--- config.mk ---
export PLATFORM = sky130hd
export DESIGN_NAME = delay_line_ctrl
export DESIGN_NICKNAME = d
export VERILOG_FILES = /design/src/delay_ctrl_pkg.sv /design/src/delay_line_ctrl.sv /design/src/wait_counter.sv
export VERILOG_INCLUDE_DIRS = /design/src /design/src/src
export SDC_FILE = /design/constraint.sdc
export NUM_CORES = 1
export LEC_CHECK = 0
export BUFFER_PORTS_ARGS = -buffer_cell sky130_fd_sc_hd__buf_2
export CAP_MARGIN = 25
export CELL_PAD_IN_SITES_DETAIL_PLACEMENT = 1
export CELL_PAD_IN_SITES_GLOBAL_PLACEMENT = 1
export CORE_ASPECT_RATIO = 0.7
export CORE_MARGIN = 2
export CORE_UTILIZATION = 51
export CTS_CLUSTER_DIAMETER = 50
export DETAILED_ROUTE_END_ITERATION = 10
export PLACE_DENSITY_LB_ADDON = 0.1
export SLEW_MARGIN = 10
export SYNTH_ARGS = -nofsm -noshare
export SYNTH_HDL_FRONTEND = slang
export SYNTH_HIERARCHICAL = 1
export SYNTH_SLANG_ARGS = --single-unit
--- constraint.sdc ---
create_clock -name mclk -period 6.9 [get_ports mclk]
set_input_delay 1.725 -clock mclk [delete_from_list [all_inputs] [get_ports mclk]]
set_output_delay 1.725 -clock mclk [all_outputs]
set_load 0.02 [all_outputs]
--- src/delay_ctrl_cfg.svh ---
// Purpose: timing constants for the delay line controller
// Assumes: 50 MHz mclk, 20 ns period
// Notes:   times in ns, counts derived by rounding up
`ifndef DELAY_CTRL_CFG_SVH
`define DELAY_CTRL_CFG_SVH

`define CLK_PERIOD_NS      20
`define STEP_INCREMENT_NS  100
`define STEP_CYCLES        ((`STEP_INCREMENT_NS + `CLK_PERIOD_NS - 1) / `CLK_PERIOD_NS)
`define INHERENT_LATENCY_NS 6
`define LATENCY_CYCLES     ((`INHERENT_LATENCY_NS + `CLK_PERIOD_NS - 1) / `CLK_PERIOD_NS)
`define CODE_WIDTH         4
`define CODE_MAX           15
`define PERIOD_PCT         200
`define WIDTH_PCT          100

`endif

--- src/delay_ctrl_pkg.sv ---
// Purpose: types for the delay line controller
// Assumes: nothing
// Notes:   state encoding left to the tool
package delay_ctrl_pkg;
  typedef enum logic [2:0] {
    st_idle,
    st_drain,
    st_settle,
    st_clear,
    st_run
  } ctrl_state_type;
endpackage

--- src/delay_line_ctrl.sv ---
// Purpose: controller that drives a 4-bit programmable delay line
// Assumes: pulse source and returned delayed output are synchronous to mclk
// Notes:   all waits are counted in whole mclk cycles, rounded up
`timescale 1ns/1ps
`default_nettype none
`include "delay_ctrl_cfg.svh"

// What this block does
// - disable held low normally; high forces the delayed output low
// - select code held steady while delayed pulses are expected
// - code change waits max(new-old,0) steps after last output edge
// - on disable hold disable high, source low for code times step
// - recommended period 200 percent, width 100 percent of total delay
// - suggested period 40 percent, width 20 percent of total delay
// - absolute period 16 percent, width 8 percent of total delay
module delay_line_ctrl
#(
  parameter int CODE_WIDTH  = `CODE_WIDTH,
  parameter int STEP_CYCLES = `STEP_CYCLES,
  parameter int WAIT_WIDTH  = 12
) (
  input  wire logic                      mclk,
  input  wire logic                      rst,
  input  wire logic                      enable_req,
  input  wire logic [CODE_WIDTH-1:0]     new_code,
  input  wire logic                      code_load,
  input  wire logic                      pulse_req,
  input  wire logic                      delayed_result,
  output logic [CODE_WIDTH-1:0]          delay_select,
  output logic                           output_disable,
  output logic                           delayed_source,
  output logic                           busy,
  output delay_ctrl_pkg::ctrl_state_type state
);
  import delay_ctrl_pkg::*;

  localparam int TOTAL_CYCLES = STEP_CYCLES * `CODE_MAX + `LATENCY_CYCLES;
  localparam int WIDTH_CYCLES = (TOTAL_CYCLES * `WIDTH_PCT + 99) / 100;
  localparam int PERIOD_CYCLES = (TOTAL_CYCLES * `PERIOD_PCT + 99) / 100;

  // ==========================================================
  // control state
  ctrl_state_type        state_q;
  ctrl_state_type        state_d;
  logic [CODE_WIDTH-1:0] code_q;
  logic [CODE_WIDTH-1:0] code_d;
  logic [CODE_WIDTH-1:0] pend_q;
  logic [CODE_WIDTH-1:0] pend_d;
  logic                  dis_q;
  logic                  dis_d;
  logic                  src_q;
  logic                  src_d;
  logic [WAIT_WIDTH-1:0] pcnt_q;
  logic [WAIT_WIDTH-1:0] pcnt_d;
  logic                  prev_out_q;
  logic                  wait_load;
  logic [WAIT_WIDTH-1:0] wait_value;
  logic                  wait_done;
  logic                  out_edge;

  wait_counter #(
    .WIDTH(WAIT_WIDTH)
  ) u_wait (
    .mclk      (mclk),
    .rst       (rst),
    .load      (wait_load),
    .load_value(wait_value),
    .done      (wait_done)
  );

  // ==========================================================
  // sequencing
  always_comb
  begin
    state_d    = state_q;
    code_d     = code_q;
    pend_d     = pend_q;
    dis_d      = dis_q;
    src_d      = src_q;
    pcnt_d     = pcnt_q;
    wait_load  = 1'b0;
    wait_value = '0;
    out_edge   = (delayed_result != prev_out_q);
    if (pcnt_q != '0)
    begin
      pcnt_d = pcnt_q - 1'b1;
    end
    // the last output edge restarts the drain so the wait counts from it
    if (out_edge && state_q == st_drain)
    begin
      wait_load  = 1'b1;
      wait_value = WAIT_WIDTH'(TOTAL_CYCLES);
    end
    unique case (state_q)
      st_idle:
      begin
        src_d = 1'b0;
        if (code_load)
        begin
          pend_d  = new_code;
          state_d = st_drain;
          wait_load  = 1'b1;
          wait_value = WAIT_WIDTH'(TOTAL_CYCLES);
        end
        else if (enable_req)
        begin
          dis_d   = 1'b0;
          state_d = st_run;
        end
      end
      st_run:
      begin
        // pulse shaping keeps width and period at recommended figures
        // loaded one short so high and low spans are exactly the counts
        if (pcnt_q == '0 && pulse_req)
        begin
          src_d  = 1'b1;
          pcnt_d = WAIT_WIDTH'(PERIOD_CYCLES - 1);
        end
        else if (pcnt_q == WAIT_WIDTH'(PERIOD_CYCLES - WIDTH_CYCLES))
        begin
          src_d = 1'b0;
        end
        // a code change goes through clear first, so the line empties first
        if (!enable_req || code_load)
        begin
          pend_d     = code_load ? new_code : code_q;
          dis_d      = 1'b1;
          src_d      = 1'b0;
          state_d    = st_clear;
          wait_load  = 1'b1;
          wait_value = WAIT_WIDTH'(int'(code_q) * STEP_CYCLES + 1);
        end
      end
      st_clear:
      begin
        src_d = 1'b0;
        dis_d = 1'b1;
        if (wait_done)
        begin
          state_d = (pend_q != code_q) ? st_drain : st_idle;
          if (pend_q != code_q)
          begin
            wait_load  = 1'b1;
            wait_value = WAIT_WIDTH'(TOTAL_CYCLES);
          end
        end
      end
      st_drain:
      begin
        // an output edge in the last cycle of the wait restarts it instead
        if (wait_done && !out_edge)
        begin
          state_d   = st_settle;
          wait_load = 1'b1;
          // waiting only matters when the code grows
          if (pend_q > code_q)
          begin
            wait_value = WAIT_WIDTH'(int'(pend_q - code_q) * STEP_CYCLES + 1);
          end
          else
          begin
            wait_value = WAIT_WIDTH'(1);
          end
        end
      end
      st_settle:
      begin
        if (wait_done)
        begin
          code_d  = pend_q;
          state_d = st_idle;
        end
      end
      default:
      begin
        state_d = st_idle;
      end
    endcase
  end

  // ==========================================================
  // registers
  always_ff @(posedge mclk or posedge rst)
  begin
    if (rst)
    begin
      state_q    <= st_idle;
      code_q     <= '0;
      pend_q     <= '0;
      dis_q      <= 1'b1;
      src_q      <= 1'b0;
      pcnt_q     <= '0;
      prev_out_q <= 1'b0;
    end
    else
    begin
      state_q    <= state_d;
      code_q     <= code_d;
      pend_q     <= pend_d;
      dis_q      <= dis_d;
      src_q      <= src_d;
      pcnt_q     <= pcnt_d;
      prev_out_q <= delayed_result;
    end
  end

  // ==========================================================
  // outputs
  // code is only changed in st_settle, so it is steady while running
  assign delay_select   = code_q;
  assign output_disable = dis_q;
  assign delayed_source = src_q;
  assign busy           = (state_q != st_run) && (state_q != st_idle);
  assign state          = state_q;
endmodule
`default_nettype wire

--- src/wait_counter.sv ---
// Purpose: loadable down counter that flags when a wait has run out
// Assumes: load has priority over counting
// Notes:   done is high whenever the count is zero
`timescale 1ns/1ps
`default_nettype none
module wait_counter #(
  parameter int WIDTH = 12
) (
  input  wire logic             mclk,
  input  wire logic             rst,
  input  wire logic             load,
  input  wire logic [WIDTH-1:0] load_value,
  output logic                  done
);
  logic [WIDTH-1:0] count_q;
  logic [WIDTH-1:0] count_d;

  always_comb
  begin
    count_d = count_q;
    if (load)
    begin
      count_d = load_value;
    end
    else if (count_q != '0)
    begin
      count_d = count_q - 1'b1;
    end
  end

  always_ff @(posedge mclk or posedge rst)
  begin
    if (rst)
    begin
      count_q <= '0;
    end
    else
    begin
      count_q <= count_d;
    end
  end

  assign done = (count_q == '0);
endmodule
`default_nettype wire

Yosys cells after proc, flatten, opt, wreduce, memory -nomap -nowiden:

Index checks and enable logic that the tools add are counted.

* add/subtract/negate cells: 5
* multipliers: 2
* order comparisons: 1
* equal/unequal tests: 17
* mux-type cells: 40
* reductions and logical operators: 23

Operators with widths (number)
* $mux W12: 11
* $pmux W12 S4: 1
* $logic_not A12 Y1: 2
* $reduce_bool A12 Y1: 2
* $sub A12 B1 Y12 const B: 2
* $mux W3: 6
* $pmux W3 S5: 1
* $mux W1: 13
* $eq A12 B7 Y1 const B: 1
* $mux W4: 3
* $ne A2 B2 Y1 const B: 6
* $add A9 B2 Y10 const B: 1
* $mul A5 B4 Y9 const B: 1
* $add A7 B1 Y8 const B: 1
* $pmux W4 S2: 1
* $mul A4 B3 Y7 const B: 1
* $mux W7: 1
* $eq A3 B2 Y1 const B: 2
* $ne A3 B3 Y1 const B: 2
* $reduce_bool A2 Y1: 3
* $reduce_bool A3 Y1: 2
* $reduce_and A5 Y1: 1
* $sub A4 B4 Y5: 1
* $gt A4 B4 Y1: 1
* 17 further kinds: 22

* bits in registers: 38
* input bits: 10
* output and inout port bits: 10
* logic and storage cells: 96

Depth between registers and ports, before layout:

Gate-level depths: netlist of the first run.

* word-level depth: 7
* depth in mapped cells: 14
* mapped depth without buffers: 14

By module:

Netlist of the first run, hierarchy kept.

By module, submodules not included
* delay_line_ctrl: instances 1, cells an instance 219, area each 2057.0 µm², seq. area each 651.9 µm²
* wait_counter: instances 1, cells an instance 74, area each 718.2 µm², seq. area each 300.3 µm²

Least setup slack after synthesis of the first run:

OpenSTA, ideal clock, no wires.

* kind: reg-to-reg
* start point: reg code_q[0], in the netlist delay_select[0]
* end point: reg u_wait.count_q[8]
* setup time: 0.124 ns
* arrival time: 3.241 ns
* slack: 3.535 ns
* cell stages (with the launch flop): 14
* buffers on the path: 0
* path through: dfrtp_1 -> ha_1 -> inv_1 -> fa_1 -> a21o_1 -> a21oi_1 -> ha_1 -> ha_1 -> nor3_1 -> a2111oi_0 -> xnor2_1 -> nor2_1 -> nand2b_1 -> o31a_1

* cells in the longest elaborated chain, start to end: 7
* elaborated cells between the ends (all ways): 13
* classes of those cells: add/sub: 2; mul: 1; order compare: 1; eq/ne: 1; mux: 7; reduce/logical: 1

Ends and longest elaborated chain
* start: declaration: RTL line delay_line_ctrl.sv:45 `logic [CODE_WIDTH-1:0] code_q;`
* start signal: assignment: RTL line delay_line_ctrl.sv:199 `code_q <= code_d;`
* $sub A4 B4 Y5: RTL line delay_line_ctrl.sv:159 `wait_value = WAIT_WIDTH'(int'(pend_q - code_q) * STEP_CYCLES + 1);`
* $mul A5 B4 Y9: RTL line delay_line_ctrl.sv:159
* $add A9 B2 Y10: RTL line delay_line_ctrl.sv:159
* $mux W12 *: RTL line delay_line_ctrl.sv:157 `if (pend_q > code_q)`
* $mux W12 *: RTL line delay_line_ctrl.sv:152 `if (wait_done && !out_edge)`
* $pmux W12 S4 *: RTL line delay_line_ctrl.sv:94 `unique case (state_q)`
* named net wait_value[8]: RTL line delay_line_ctrl.sv:57 `logic [WAIT_WIDTH-1:0] wait_value;`
* $mux W12 *: RTL line wait_counter.sv:21 `if (load)`
* end signal: assignment: RTL line wait_counter.sv:39 `count_q <= count_d;`
* end: declaration: RTL line wait_counter.sv:15 `logic [WIDTH-1:0] count_q;`

Mark *: on every way through the listed nets, which the timed path passes. The rest lies on a longest branch.
A chain may end at the register's enable or synchronous reset.

Worst setup path after layout of the first run:

Same ends and word-level chain as after synthesis.

==> impl_results.rst, run 1 <==
.. list-table::
   :header-rows: 1

   * - Metric
     - Value
   * - Fraction of registers with async set or reset after synthesis
     - 100.0%
   * - Cell type contributing the most total cell area after synthesis
     - sky130_fd_sc_hd__dfrtp_1
   * - Global-route wire length before repair
     - roughly 12 mm
   * - Reported leakage power
     - between 1 and 1.5 nW
   * - Post-layout util
     - between 50% and 60%
   * - Effective utilization at floorplan
     - between 50% and 60%
   * - Num rows
     - 22
   * - Top FF cell, synth
     - sky130_fd_sc_hd__dfrtp_1
   * - Part of the total power dissipated in sequential elements
     - a little over a quarter
   * - Period utilisation layout
     - between 50 and 60%
   * - Reg-to-reg slack, setup
     - around 3.2 ns
   * - Launch point of the worst reg-to-reg path
     - delay_select[0]$_DFFE_PP0P_
   * - PD cells
     - 560.8 nW/um^2
   * - # clock sinks
     - 38
   * - Max-slew headroom
     - ~44%
   * - Number of warnings issued by yosys
     - 6
   * - Overall global routing resource usage
     - approximately 25%
   * - Vias in the first global route
     - approximately 2300
   * - Ranking of synthesized cells by area
     - sky130_fd_sc_hd__dfrtp_1 33%, sky130_fd_sc_hd__ha_1 11%, sky130_fd_sc_hd__xnor2_1 4.7%, sky130_fd_sc_hd__mux2_2 3.2%, sky130_fd_sc_hd__inv_1 2.7%
   * - Switching power
     - about 820 uW
   * - Arrival time of data at the critical path endpoint
     - 3.93 ns
   * - Post-synthesis sequential area ratio
     - ~34%
   * - Met2 global-route usage
     - between 30% and 40%
   * - Fraction of met3 tracks used by global routing
     - under 10%
   * - Area of the mapped netlist
     - ~2800 um^2
   * - Proportion of layout cells with a drive suffix above 1
     - 15.29%
   * - Type of the worst setup path
     - reg2reg
   * - Capturing point of the worst reg2reg path
     - u_wait/count_q[8]$_DFFE_PP0P_
   * - Number of max-slew violations in the final report
     - 0
   * - Routed wire length
     - about 6.9 mm
   * - Via count
     - roughly 2300
   * - Kind of launch point of the worst setup path
     - flop
   * - Initial drt markers
     - 200
   * - Die area
     - ~6000 um^2
   * - Number of top-level pins
     - 20
   * - N_diodes
     - 0
   * - Leftover overflow at the end of global routing
     - 0
   * - DP Wirelength
     - approximately 5.3 mm
   * - Overall die height
     - 65.72 um
   * - Gpl congestion
     - approximately 0.86
   * - Number of buffers added to fix hold violations after cts
     - 0
   * - Number of enable flip-flop cells after synthesis
     - 0
   * - Post-DR wirelength/cell
     - around 18 um
   * - Hold violation total from the final report
     - 0
   * - Most used routing layer
     - met1
   * - Clock root cell
     - sky130_fd_sc_hd__clkbuf_8
   * - Die width
     - about 92 um
   * - Element type at the critical path end
     - flop
   * - Required time of the critical path
     - 7.08 ns
   * - Number of buffers between clock root and the deepest sink
     - 2
   * - Most frequent cells after synthesis
     - 37 x sky130_fd_sc_hd__dfrtp_1, 25 x sky130_fd_sc_hd__ha_1, 20 x sky130_fd_sc_hd__inv_1, 20 x sky130_fd_sc_hd__nand2_1, 19 x sky130_fd_sc_hd__nor2_1
   * - Switching share of power
     - 47.53%
   * - Part of the power in the clock network
     - about an eighth
   * - Number of input and output port buffers inserted
     - 19
   * - Post-route DRC violation count
     - 0
   * - Post-cts resize count
     - 0
   * - Max Fclk
     - about 270 MHz
   * - Final critical delay including setup and external delays
     - between 3 and 4 ns
   * - Number of cell instances on the worst register-to-register path
     - 13
   * - Mean cell area of the mapped netlist
     - between 9 and 10 um^2
   * - Detail-routed via count per cell
     - ~6
   * - Area grow syn2layout
     - 11.32%
   * - Start point of the worst hold path
     - pcnt_q[11]$_DFF_PP0_
   * - Number of nets at the end of the flow
     - about 350
   * - Internal power of the cells
     - 909.1 uW
   * - Source-to-sink clock delay at the later pin of the worst-skew pair
     - 0.30 ns
   * - Tightest Pin Transition
     - about 0.83 ns
   * - H-tree levels
     - 2
   * - Endpoint of the worst hold path
     - pcnt_q[11]$_DFF_PP0_
   * - Final setup violating endpoints
     - 0
   * - Clock-pin slew of the registers on the worst-case setup and hold paths
     - approximately 0.080 ns
   * - Antenna Violating Nets Remaining
     - 0
   * - Count leader, synth
     - sky130_fd_sc_hd__dfrtp_1
   * - Nets in the synthesized netlist
     - 329
   * - Setup TNS after final layout
     - 0 ns
   * - Share of power burned in combinational logic
     - 60.3%
   * - Maximum number of pins on one net before global-route repair
     - 22
   * - Number of violations of the max-capacitance limit
     - 0
   * - Cell depth of the worst min-delay path
     - 1
   * - Number of buffers added for setup after CTS
     - 0
   * - Type of the worst min-delay path
     - reg2reg
   * - Gate count of the mapped netlist
     - between 200 and 300
   * - RSZ-0062 raised after global routing
     - false
   * - Fraction of met1 tracks used by global routing
     - between 30 and 40%
   * - Initial DRT Pass Iterations
     - 4
   * - CTS tree
     - done
   * - Result of the run
     - complete, no violations
   * - Top fanout value on the critical path
     - 8
   * - Area share of the largest cell type after synthesis
     - around a third
   * - Core ar.
     - approximately 5300 um^2
   * - Register bit count reported by yosys
     - 38
   * - Fin Clk Skew
     - approximately 0.011 ns
   * - Number of antenna violations at the first check in global routing
     - 0
   * - Number of buffers created by CTS
     - 5
   * - Netlist cell types
     - 60
   * - Peak supply drop
     - approximately 0.37 mV
   * - Post-layout instance count excluding filler cells
     - 386
   * - Number of placed instances, taps included
     - about 380
   * - Total Power
     - about 1.7 mW
==> sequential cells by signal, indices dropped and copies added, names as in the netlist <==
signal and flops:
pend_q 4, state 3, u_wait/count_q 12, delay_select 4, output_disable 1, pcnt_q 12, delayed_source 1, prev_out_q 1
==> layer usage <==
metal	part of all wire [%]	wire, um	vias up
met5	0	0	-
met4	0.26	18	0
met3	5.0	343	2
met2	42	2857	53
met1	53	3661	1106
li1	-	-	1115
==> worst max-delay path, stage by stage (launching register included) <==
cell,delay (ns)
sky130_fd_sc_hd__dfrtp_1,0.52
sky130_fd_sc_hd__ha_1,0.21
sky130_fd_sc_hd__inv_1,0.05
sky130_fd_sc_hd__fa_1,0.40
sky130_fd_sc_hd__a21o_1,0.18
sky130_fd_sc_hd__a21oi_1,0.45
sky130_fd_sc_hd__ha_1,0.33
sky130_fd_sc_hd__ha_1,0.37
sky130_fd_sc_hd__nor3_1,0.09
sky130_fd_sc_hd__a2111oi_0,0.53
sky130_fd_sc_hd__xnor2_1,0.19
sky130_fd_sc_hd__nor2_1,0.05
sky130_fd_sc_hd__nand2b_1,0.15
sky130_fd_sc_hd__o31a_1,0.13
==> cells in the final DEF, fill, tap and decap left out, types with 6 or more instances in the layout <==
cell,instances
sky130_fd_sc_hd__nand2_1,20
sky130_fd_sc_hd__dfrtp_1,37
sky130_fd_sc_hd__a21o_1,7
sky130_fd_sc_hd__ha_1,25
sky130_fd_sc_hd__nor3_1,10
sky130_fd_sc_hd__nor2b_1,7
sky130_fd_sc_hd__buf_2,19
sky130_fd_sc_hd__nand3_1,6
sky130_fd_sc_hd__mux2_2,8
sky130_fd_sc_hd__inv_1,20
sky130_fd_sc_hd__nor2_1,19
sky130_fd_sc_hd__o21ai_0,13
sky130_fd_sc_hd__nand4_1,8
sky130_fd_sc_hd__xor2_1,7
sky130_fd_sc_hd__xnor2_1,15
sky130_fd_sc_hd__a21oi_1,12
==> cells by family (layout without fill, tap and decap cells) <==
| logic type | Yosys count | count (layout) | synth area share (%) |
|---|---|---|---|
| buf+inv | 27 | 48 | 4.012 |
| simple gates | 97 | 97 | 20.83 |
| compound gates | 72 | 72 | 17.58 |
| xor+xnor | 22 | 22 | 6.943 |
| mux | 11 | 11 | 4.328 |
| flops | 38 | 38 | 34.31 |
| fa+ha+maj | 26 | 26 | 11.99 |
==> area by class of cell <==
class	count	area, um^2
fillers	608	2168
multi-input cells	228	1712
flip-flops and latches	38	952.2
repair buffers	20	122.6
well taps	72	90.09
inverters	20	75.07
clock buffers	5	68.82
clock inverters	3	68.82
==> stage by stage <==
stage	cell area (um^2)	setup WS (ns)	hold slack (ns)
floorplan	2775	3.535	0.4661
global placement	2924	3.220	0.4827
detailed placement	2952	3.107	0.4856
CTS	3089	3.193	0.5032
global route	3089	2.879	0.5510
finish	3089	3.153	0.5039
==> worst max-delay path by stage <==
stage	cells after the start	to	startpoint	slack, ns
floorplan	13	u_wait/count_q[8]$_DFFE_PP0P_	delay_select[0]$_DFFE_PP0P_	3.53
global placement	7	u_wait/count_q[6]$_DFFE_PP0P_	code_load	3.22
detailed placement	7	u_wait/count_q[6]$_DFFE_PP0P_	code_load	3.11
CTS	13	u_wait/count_q[8]$_DFFE_PP0P_	delay_select[0]$_DFFE_PP0P_	3.19
global route	13	u_wait/count_q[8]$_DFFE_PP0P_	delay_select[0]$_DFFE_PP0P_	2.88
finish	13	u_wait/count_q[8]$_DFFE_PP0P_	delay_select[0]$_DFFE_PP0P_	3.15
==> power groups by stage <==
stage	Sequential (mW)	Clock [mW]	Combinational, mW
after floorplan	0.432	0	0.799
after global placement	0.454	0	0.997
after detailed placement	0.461	0	1.03
after CTS	0.458	0.233	1.05
after global routing	0.479	0.242	1.17
final	0.459	0.229	1.04
Power figures use the tool's default switching activity.
==> run 2: changes to the inputs <==
--- a/config.mk
+++ b/config.mk
@@ -12,7 +12,7 @@
 export CELL_PAD_IN_SITES_GLOBAL_PLACEMENT = 1
 export CORE_ASPECT_RATIO = 0.7
 export CORE_MARGIN = 2
-export CORE_UTILIZATION = 51
+export CORE_UTILIZATION = 43
 export CTS_CLUSTER_DIAMETER = 50
 export DETAILED_ROUTE_END_ITERATION = 10
 export PLACE_DENSITY_LB_ADDON = 0.1
==> constraint.sdc (replaced) <==
create_clock -name mclk -period 3.1 [get_ports mclk]
set_input_delay 0.775 -clock mclk [delete_from_list [all_inputs] [get_ports mclk]]
set_output_delay 0.775 -clock mclk [all_outputs]
set_load 0.02 [all_outputs]
==> run 2 against run 1 <==
Net effect:
- flip-flop and latch count did not move
- critical path depth up 1
- core utilization fell by 5.6 points
- worst setup slack worse by 3.1 ns
- via count is 5.9% higher
- highest routed layer unchanged
==> impl_results.rst, run 2 (same netlist as run 1, synthesis figures left out) <==
.. list-table::
   :header-rows: 1

   * - Metric
     - Value
   * - Result of the run
     - complete, no violations (unchanged)
   * - Initial drt markers
     - 106 (was 200)
   * - Most common cell after layout, fill and taps aside
     - sky130_fd_sc_hd__dfrtp_1 (unchanged)
   * - Die width
     - 100.0 um (was 92.17 um)
   * - Area taken by multi-input logic gates
     - 1859 um^2 (was 1712 um^2)
   * - Fraction of met1 tracks used by global routing
     - 35.80% (was 38.78%)
   * - Clock-pin slew of the registers on the worst-case setup and hold paths
     - 0.08 ns (about the same)
   * - Number of buffers created by CTS
     - 5 (unchanged)
   * - Number of violations of the max-capacitance limit
     - 0 (unchanged)
   * - Required time of the critical path
     - 3.28 ns (was 7.08 ns)
   * - Initial DRT Pass Iterations
     - 4 (unchanged)
   * - Most frequent cells in the layout
     - 35 x sky130_fd_sc_hd__dfrtp_1, 21 x sky130_fd_sc_hd__ha_1, 20 x sky130_fd_sc_hd__inv_1, 20 x sky130_fd_sc_hd__nand2_1, 19 x sky130_fd_sc_hd__buf_2 (was 37 x sky130_fd_sc_hd__dfrtp_1, 25 x sky130_fd_sc_hd__ha_1, 20 x sky130_fd_sc_hd__inv_1, 20 x sky130_fd_sc_hd__nand2_1)
   * - Gpl congestion
     - 0.8753 (was 0.8599)
   * - Max Fclk
     - 330.0 MHz (was 266.9 MHz)
   * - Arrival time of data at the critical path endpoint
     - 3.21 ns (was 3.93 ns)
   * - Worst hold slack
     - 0.4989 ns (was 0.5039 ns)
   * - Num rows
     - 24 (was 22)
   * - Post-route DRC violation count
     - 0 (unchanged)
   * - Final critical delay including setup and external delays
     - 3.030 ns (was 3.747 ns)
   * - Kind of launch point of the worst setup path
     - flop (unchanged)
   * - Period utilisation layout
     - 97.74% (was 54.30%)
   * - Filler instances
     - 738 (was 608)
   * - Fin Clk Skew
     - 0.009025 ns (was 0.01070 ns)
   * - CTS tree
     - done (unchanged)
   * - Top fanout value on the critical path
     - 4 (was 8)
   * - Antenna Violating Nets Remaining
     - 0 (unchanged)
   * - Vias in the first global route
     - 2460 (was 2311)
   * - Leftover overflow at the end of global routing
     - 0 (unchanged)
   * - Number of max-slew violations in the final report
     - 0 (unchanged)
   * - Most used routing layer
     - met1 (unchanged)
   * - Core ar.
     - 6246 um^2 (was 5258 um^2)
   * - Tightest Pin Transition
     - 0.9408 ns (was 0.8331 ns)
   * - N_diodes
     - 0 (unchanged)
   * - Die area
     - 7123 um^2 (was 6057 um^2)
   * - Worst-case setup slack after placement
     - -0.1656 ns (was 3.107 ns)
   * - Proportion of layout cells with a drive suffix above 1
     - 24.77% (was 15.29%)
   * - Final setup violating endpoints
     - 0 (unchanged)
   * - # clock sinks
     - 38 (unchanged)
   * - Via count
     - 2411 (was 2276)
   * - RSZ-0062 raised after global routing
     - true (was false)
   * - Overall global routing resource usage
     - 22.60% (was 24.84%)
   * - Overall die height
     - 71.22 um (was 65.72 um)
   * - Hold violation total from the final report
     - 0 (unchanged)
   * - Area of all placed cells without fillers
     - 3323 um^2 (was 3089 um^2)
   * - Maximum number of pins on one net before global-route repair
     - 27 (was 22)
   * - Area of all sequential standard cells
     - 954.7 um^2 (was 952.2 um^2)
   * - Setup ws final
     - 0.06995 ns (was 3.153 ns)
   * - Effective utilization at floorplan
     - 44.43% (was 52.78%)
   * - Number of nets at the end of the flow
     - 366 (was 349)
   * - Fraction of met3 tracks used by global routing
     - 3.610% (was 4.014%)
   * - Routed wire length
     - 7.813 mm (was 6.880 mm)
   * - Post-DR wirelength/cell
     - 19.10 um (was 17.82 um)
   * - Type of the worst min-delay path
     - in2async (was reg2reg)
   * - Source-to-sink clock delay at the later pin of the worst-skew pair
     - 0.29 ns (was 0.30 ns)
   * - Element type at the critical path end
     - flop (unchanged)
   * - Number of antenna violations at the first check in global routing
     - 0 (unchanged)
   * - Post-layout util
     - 53.21% (was 58.76%)
   * - Type of the worst setup path
     - reg2reg (unchanged)
   * - Area grow syn2layout
     - 19.75% (was 11.32%)
   * - Number of top-level pins
     - 20 (unchanged)
   * - H-tree levels
     - 2 (unchanged)
   * - Global-route wire length before repair
     - 12.62 mm (was 11.74 mm)
   * - Met2 global-route usage
     - 32.36% (was 36.21%)
   * - Leading registers by flop count
     - pcnt_q x12, u_wait/count_q x12 (unchanged)
   * - Clock root cell
     - sky130_fd_sc_hd__clkbuf_8 (unchanged)
   * - Number of input and output port buffers inserted
     - 19 (unchanged)
   * - Number of buffers between clock root and the deepest sink
     - 2 (unchanged)
   * - Detail-routed via count per cell
     - 5.895 (was 5.896)
   * - Max-slew headroom
     - 36.70% (was 43.95%)
   * - DP Wirelength
     - 5.900 mm (was 5.324 mm)
   * - Placed Area
     - 3067 um^2 (was 2952 um^2)
run 2: cell types whose count changed in the layout (fill, tap and decap cells not counted), moves of 2 or more:
| cell | delta |
|---|---|
| sky130_fd_sc_hd__ha_1 | -4 |
| sky130_fd_sc_hd__a21oi_1 | -2 |
| sky130_fd_sc_hd__ha_4 | +4 |
| sky130_fd_sc_hd__nor2_1 | -2 |
| sky130_fd_sc_hd__a211oi_1 | -2 |
| sky130_fd_sc_hd__dfrtp_2 | +2 |
| sky130_fd_sc_hd__clkbuf_1 | +2 |
| sky130_fd_sc_hd__nor2_2 | +2 |
| sky130_fd_sc_hd__dfrtp_1 | -2 |
| sky130_fd_sc_hd__a211oi_2 | +2 |
| sky130_fd_sc_hd__nor3_1 | -2 |
| sky130_fd_sc_hd__buf_4 | +18 |
| sky130_fd_sc_hd__nor3_4 | +2 |
run 2: worst paths after layout:
| check | start | endpoint | slack, ns | cells past startpoint |
|---|---|---|---|---|
| setup reg to reg | delay_select[1]$_DFFE_PP0P_ | u_wait/count_q[5]$_DFFE_PP0P_ | 0.07 | 14 |
| max in group asynchronous | rst | output_disable$_DFFE_PP1P_ | 2.26 | 3 |
| hold reg to reg | pcnt_q[11]$_DFF_PP0_ | pcnt_q[11]$_DFF_PP0_ | 0.51 | 1 |
| hold / removal | rst | u_wait/count_q[2]$_DFFE_PP0P_ | 0.50 | 2 |
| setup / recovery | delay_select[1]$_DFFE_PP0P_ | u_wait/count_q[5]$_DFFE_PP0P_ | 0.07 | 14 |
| min in group mclk | pcnt_q[11]$_DFF_PP0_ | pcnt_q[11]$_DFF_PP0_ | 0.51 | 1 |
run 2: area by class of cell:
| cell class | count | share of cell area [%] |
|---|---|---|
| Timing Repair Buffer | 37 | 6.928 |
| Sequential cell | 38 | 28.73 |
| Tap cell | 78 | 2.937 |
| Clock buffer | 7 | 2.297 |
| Clock inverter | 1 | 0.9036 |
| Multi-Input combinational cell | 228 | 55.95 |
| Inverter | 20 | 2.259 |
run 2: critical path: stages (launching register included):
cell                      delay (ns)
sky130_fd_sc_hd__dfrtp_2        0.42
sky130_fd_sc_hd__inv_1          0.08
sky130_fd_sc_hd__ha_1           0.24
sky130_fd_sc_hd__nor2b_1        0.15
sky130_fd_sc_hd__o31a_1         0.30
sky130_fd_sc_hd__a21oi_2        0.14
sky130_fd_sc_hd__buf_4          0.14
sky130_fd_sc_hd__ha_4           0.20
sky130_fd_sc_hd__ha_4           0.27
sky130_fd_sc_hd__a21o_1         0.19
sky130_fd_sc_hd__a21oi_1        0.20
sky130_fd_sc_hd__xor2_1         0.25
sky130_fd_sc_hd__o22ai_1        0.13
sky130_fd_sc_hd__nor2b_1        0.16
sky130_fd_sc_hd__a21oi_1        0.05
run 2: through the flow:
| stage | std cells | setup TNS, ns |
|---|---|---|
| finish | 409 | 0 |
| global route | 409 | -0.09977 |
| CTS | 408 | -0.01471 |
| detailed placement | 400 | -0.4491 |
| global placement | 400 | 0 |
| floorplan | 293 | 0 |
run 2: per-layer routing:
layer / part of all wire, % / vias up / routed length (um)
met4: 1.5 / 0 / 121
met3: 3.2 / 12 / 252
met2: 43 / 42 / 3378
met5: 0 / - / 0
li1: - / 1152 / -
met1: 52 / 1205 / 4061
run 2: what timing repair did:
item                                   in CTS  in global routing
hold buffers                                0                  0
setup endpoints to repair                   7                  7
gates cloned                                0                  0
endpoints found under the hold margin       0                  0
resized for setup                           7                 17
pin swaps                                   1                  8
buffers inserted                            0                  1
Power of run 2 is not shown: default switching activity piles up to over one toggle a cycle in this logic, so the estimate is an artifact.
==> run 3: changes to the inputs <==
--- a/config.mk
+++ b/config.mk
@@ -15,7 +15,7 @@
 export CORE_UTILIZATION = 43
 export CTS_CLUSTER_DIAMETER = 50
 export DETAILED_ROUTE_END_ITERATION = 10
-export PLACE_DENSITY_LB_ADDON = 0.1
+export PLACE_DENSITY = 0.87
 export SLEW_MARGIN = 10
 export SYNTH_ARGS = -nofsm -noshare
 export SYNTH_HDL_FRONTEND = slang
==> run 3 against run 2 <==
Net effect:
- core utilization up 0.24 points
- routed wire length up 3.0%
- critical path depth down 1
- worst setup slack better by 0.013 ns
- largest cell class unchanged
==> impl_results.rst, run 3 (same netlist as run 1, synthesis figures left out) <==
.. list-table::
   :header-rows: 1

   * - Metric
     - Value
   * - Period utilisation layout
     - 97.34% (was 97.74%)
   * - Leading registers by flop count
     - pcnt_q x12, u_wait/count_q x12 (unchanged)
   * - Area of all sequential standard cells
     - 954.7 um^2 (unchanged)
   * - Number of violations of the max-capacitance limit
     - 0 (unchanged)
   * - Leftover overflow at the end of global routing
     - 0 (unchanged)
   * - Number of nets at the end of the flow
     - 370 (was 366)
   * - Post-DR wirelength/cell
     - 19.49 um (was 19.10 um)
   * - Post-layout instance count excluding filler cells
     - 413 (was 409)
   * - Library cell contributing the largest single delay on the critical path
     - sky130_fd_sc_hd__dfrtp_1 (was sky130_fd_sc_hd__dfrtp_2)
   * - Area taken by multi-input logic gates
     - 1844 um^2 (was 1859 um^2)
   * - Result of the run
     - complete, no violations (unchanged)
   * - Final critical delay including setup and external delays
     - 3.017 ns (was 3.030 ns)
   * - Post-route DRC violation count
     - 0 (unchanged)
   * - Area grow syn2layout
     - 20.29% (was 19.75%)
   * - Proportion of layout cells with a drive suffix above 1
     - 25.37% (was 24.77%)
   * - Most used routing layer
     - met2 (was met1)
   * - Gpl congestion
     - 0.8327 (was 0.8753)
   * - Type of the worst setup path
     - reg2reg (unchanged)
   * - Number of input and output port buffers inserted
     - 19 (unchanged)
   * - Most frequent cells in the layout
     - 35 x sky130_fd_sc_hd__dfrtp_1, 22 x sky130_fd_sc_hd__buf_4, 20 x sky130_fd_sc_hd__nand2_1, 20 x sky130_fd_sc_hd__ha_1 (was 35 x sky130_fd_sc_hd__dfrtp_1, 21 x sky130_fd_sc_hd__ha_1, 20 x sky130_fd_sc_hd__inv_1, 20 x sky130_fd_sc_hd__nand2_1, 19 x sky130_fd_sc_hd__buf_2)
   * - Element type at the critical path end
     - flop (unchanged)
   * - Required time of the critical path
     - 3.30 ns (was 3.28 ns)
   * - Die width
     - 100.0 um (unchanged)
   * - Overall global routing resource usage
     - 22.67% (was 22.60%)
   * - Detail-routed via count per cell
     - 5.935 (was 5.895)
   * - Die area
     - 7123 um^2 (unchanged)
   * - Global-route wire length before repair
     - 12.66 mm (was 12.62 mm)
   * - Num rows
     - 24 (unchanged)
   * - Worst hold slack
     - 0.4861 ns (was 0.4989 ns)
   * - Antenna Violating Nets Remaining
     - 0 (unchanged)
   * - Number of top-level pins
     - 20 (unchanged)
   * - Max Fclk
     - 331.4 MHz (was 330.0 MHz)
   * - CTS tree
     - done (unchanged)
   * - CP Cell Sequence
     - inv_1 > ha_1 > inv_1 > fa_2 > a21o_1 > a21oi_4 > ha_1 > ha_4 > nor3_4 > a211oi_2 > xnor2_1 > o221ai_1 > a22o_1 (was inv_1 > ha_1 > nor2b_1 > o31a_1 > a21oi_2 > buf_4 > ha_4 > ha_4 > a21o_1 > a21oi_1 > xor2_1 > o22ai_1 > nor2b_1 > a21oi_1)
   * - Fraction of met1 tracks used by global routing
     - 32.57% (was 35.80%)
   * - Met2 global-route usage
     - 36.04% (was 32.36%)
   * - Number of antenna violations at the first check in global routing
     - 0 (unchanged)
   * - Number of buffers created by CTS
     - 5 (unchanged)
   * - Fraction of met3 tracks used by global routing
     - 3.610% (unchanged)
   * - Kind of launch point of the worst setup path
     - flop (unchanged)
   * - DP Wirelength
     - 5.827 mm (was 5.900 mm)
   * - Final setup violating endpoints
     - 0 (unchanged)
   * - Type of the worst min-delay path
     - in2async (unchanged)
   * - Hold violation total from the final report
     - 0 (unchanged)
   * - Initial drt markers
     - 91 (was 106)
   * - Area of all placed cells without fillers
     - 3338 um^2 (was 3323 um^2)
   * - Largest delay share family, worst path
     - adder cells (was compound AO/OA/AOI/OAI gates)
   * - Top fanout value on the critical path
     - 4 (unchanged)
   * - Max-slew headroom
     - 47.76% (was 36.70%)
   * - Placed Area
     - 3082 um^2 (was 3067 um^2)
   * - Number of placed instances, taps included
     - 402 (was 400)
   * - Arrival time of data at the critical path endpoint
     - 3.22 ns (was 3.21 ns)
   * - Maximum number of pins on one net before global-route repair
     - 27 (unchanged)
   * - Initial DRT Pass Iterations
     - 6 (was 4)
   * - Filler instances
     - 716 (was 738)
   * - Clock root cell
     - sky130_fd_sc_hd__clkbuf_8 (unchanged)
   * - Post-layout util
     - 53.45% (was 53.21%)
   * - Number of max-slew violations in the final report
     - 0 (unchanged)
   * - Vias in the first global route
     - 2510 (was 2460)
   * - Overall die height
     - 71.22 um (unchanged)
   * - Number of buffers between clock root and the deepest sink
     - 2 (unchanged)
   * - Via count
     - 2451 (was 2411)
   * - Clock-pin slew of the registers on the worst-case setup and hold paths
     - 0.08 ns (about the same)
   * - Stage delay of the slowest cell on the critical path
     - 0.39 ns (was 0.42 ns)
   * - Effective utilization at floorplan
     - 44.43% (unchanged)
   * - N_diodes
     - 0 (unchanged)
   * - Routed wire length
     - 8.050 mm (was 7.813 mm)
   * - Source-to-sink clock delay at the later pin of the worst-skew pair
     - 0.30 ns (was 0.29 ns)
   * - Core ar.
     - 6246 um^2 (unchanged)
   * - Fin Clk Skew
     - 0.005639 ns (was 0.009025 ns)
   * - Most common cell after layout, fill and taps aside
     - sky130_fd_sc_hd__dfrtp_1 (unchanged)
   * - H-tree levels
     - 2 (unchanged)
   * - Buffers and inverters on the worst path
     - 2 (unchanged)
   * - # clock sinks
     - 38 (unchanged)
   * - Tightest Pin Transition
     - 0.7765 ns (was 0.9408 ns)
[run 3: what timing repair did]
action | 4_1_cts | 5_1_grt
resized for setup | 7 | 13
endpoints found under the hold margin | 0 | 0
setup buffers | 0 | 3
endpoints found under the setup margin | 6 | 7
hold buffers | 0 | 0
pin swaps | 1 | 6
[run 3: path summary, 6_finish.rpt]
path,from,end,slack (ns),depth (start not counted)
worst max-delay path,pend_q[0]$_DFFE_PP0P_,u_wait/count_q[6]$_DFFE_PP0P_,0.08,13
worst min-delay path,rst,u_wait/count_q[2]$_DFFE_PP0P_,0.49,2
worst max register to register,pend_q[0]$_DFFE_PP0P_,u_wait/count_q[6]$_DFFE_PP0P_,0.08,13
worst min register to register,pcnt_q[11]$_DFF_PP0_,pcnt_q[11]$_DFF_PP0_,0.52,1
max in group asynchronous,rst,output_disable$_DFFE_PP1P_,2.27,3
min in group mclk,pcnt_q[11]$_DFF_PP0_,pcnt_q[11]$_DFF_PP0_,0.52,1
[run 3: area by class of cell]
cell class / count / area share, %
inverters: 20 / 2.249
well taps: 78 / 2.924
clock buffers: 7 / 2.286
flip-flops and latches: 38 / 28.60
multi-input cells: 228 / 55.25
repair buffers: 41 / 7.796
clock inverters: 1 / 0.8996
[run 3: through the flow]
step | worst slack (ns) | setup TNS, ns
final | 0.08261 | 0
after floorplan | 0.02034 | 0
after CTS | 0.005901 | 0
after detailed placement | -0.06817 | -0.1315
after global placement | 0.08444 | 0
after global routing | -0.09557 | -0.2748
[run 3: routing by layer]
metal | share of wire, % | vias up
li1 | - | 1160
met2 | 47 | 44
met3 | 2.8 | 9
met1 | 49 | 1238
met5 | 0 | -
met4 | 1.4 | 0
Power of run 3 is left out for the same reason.
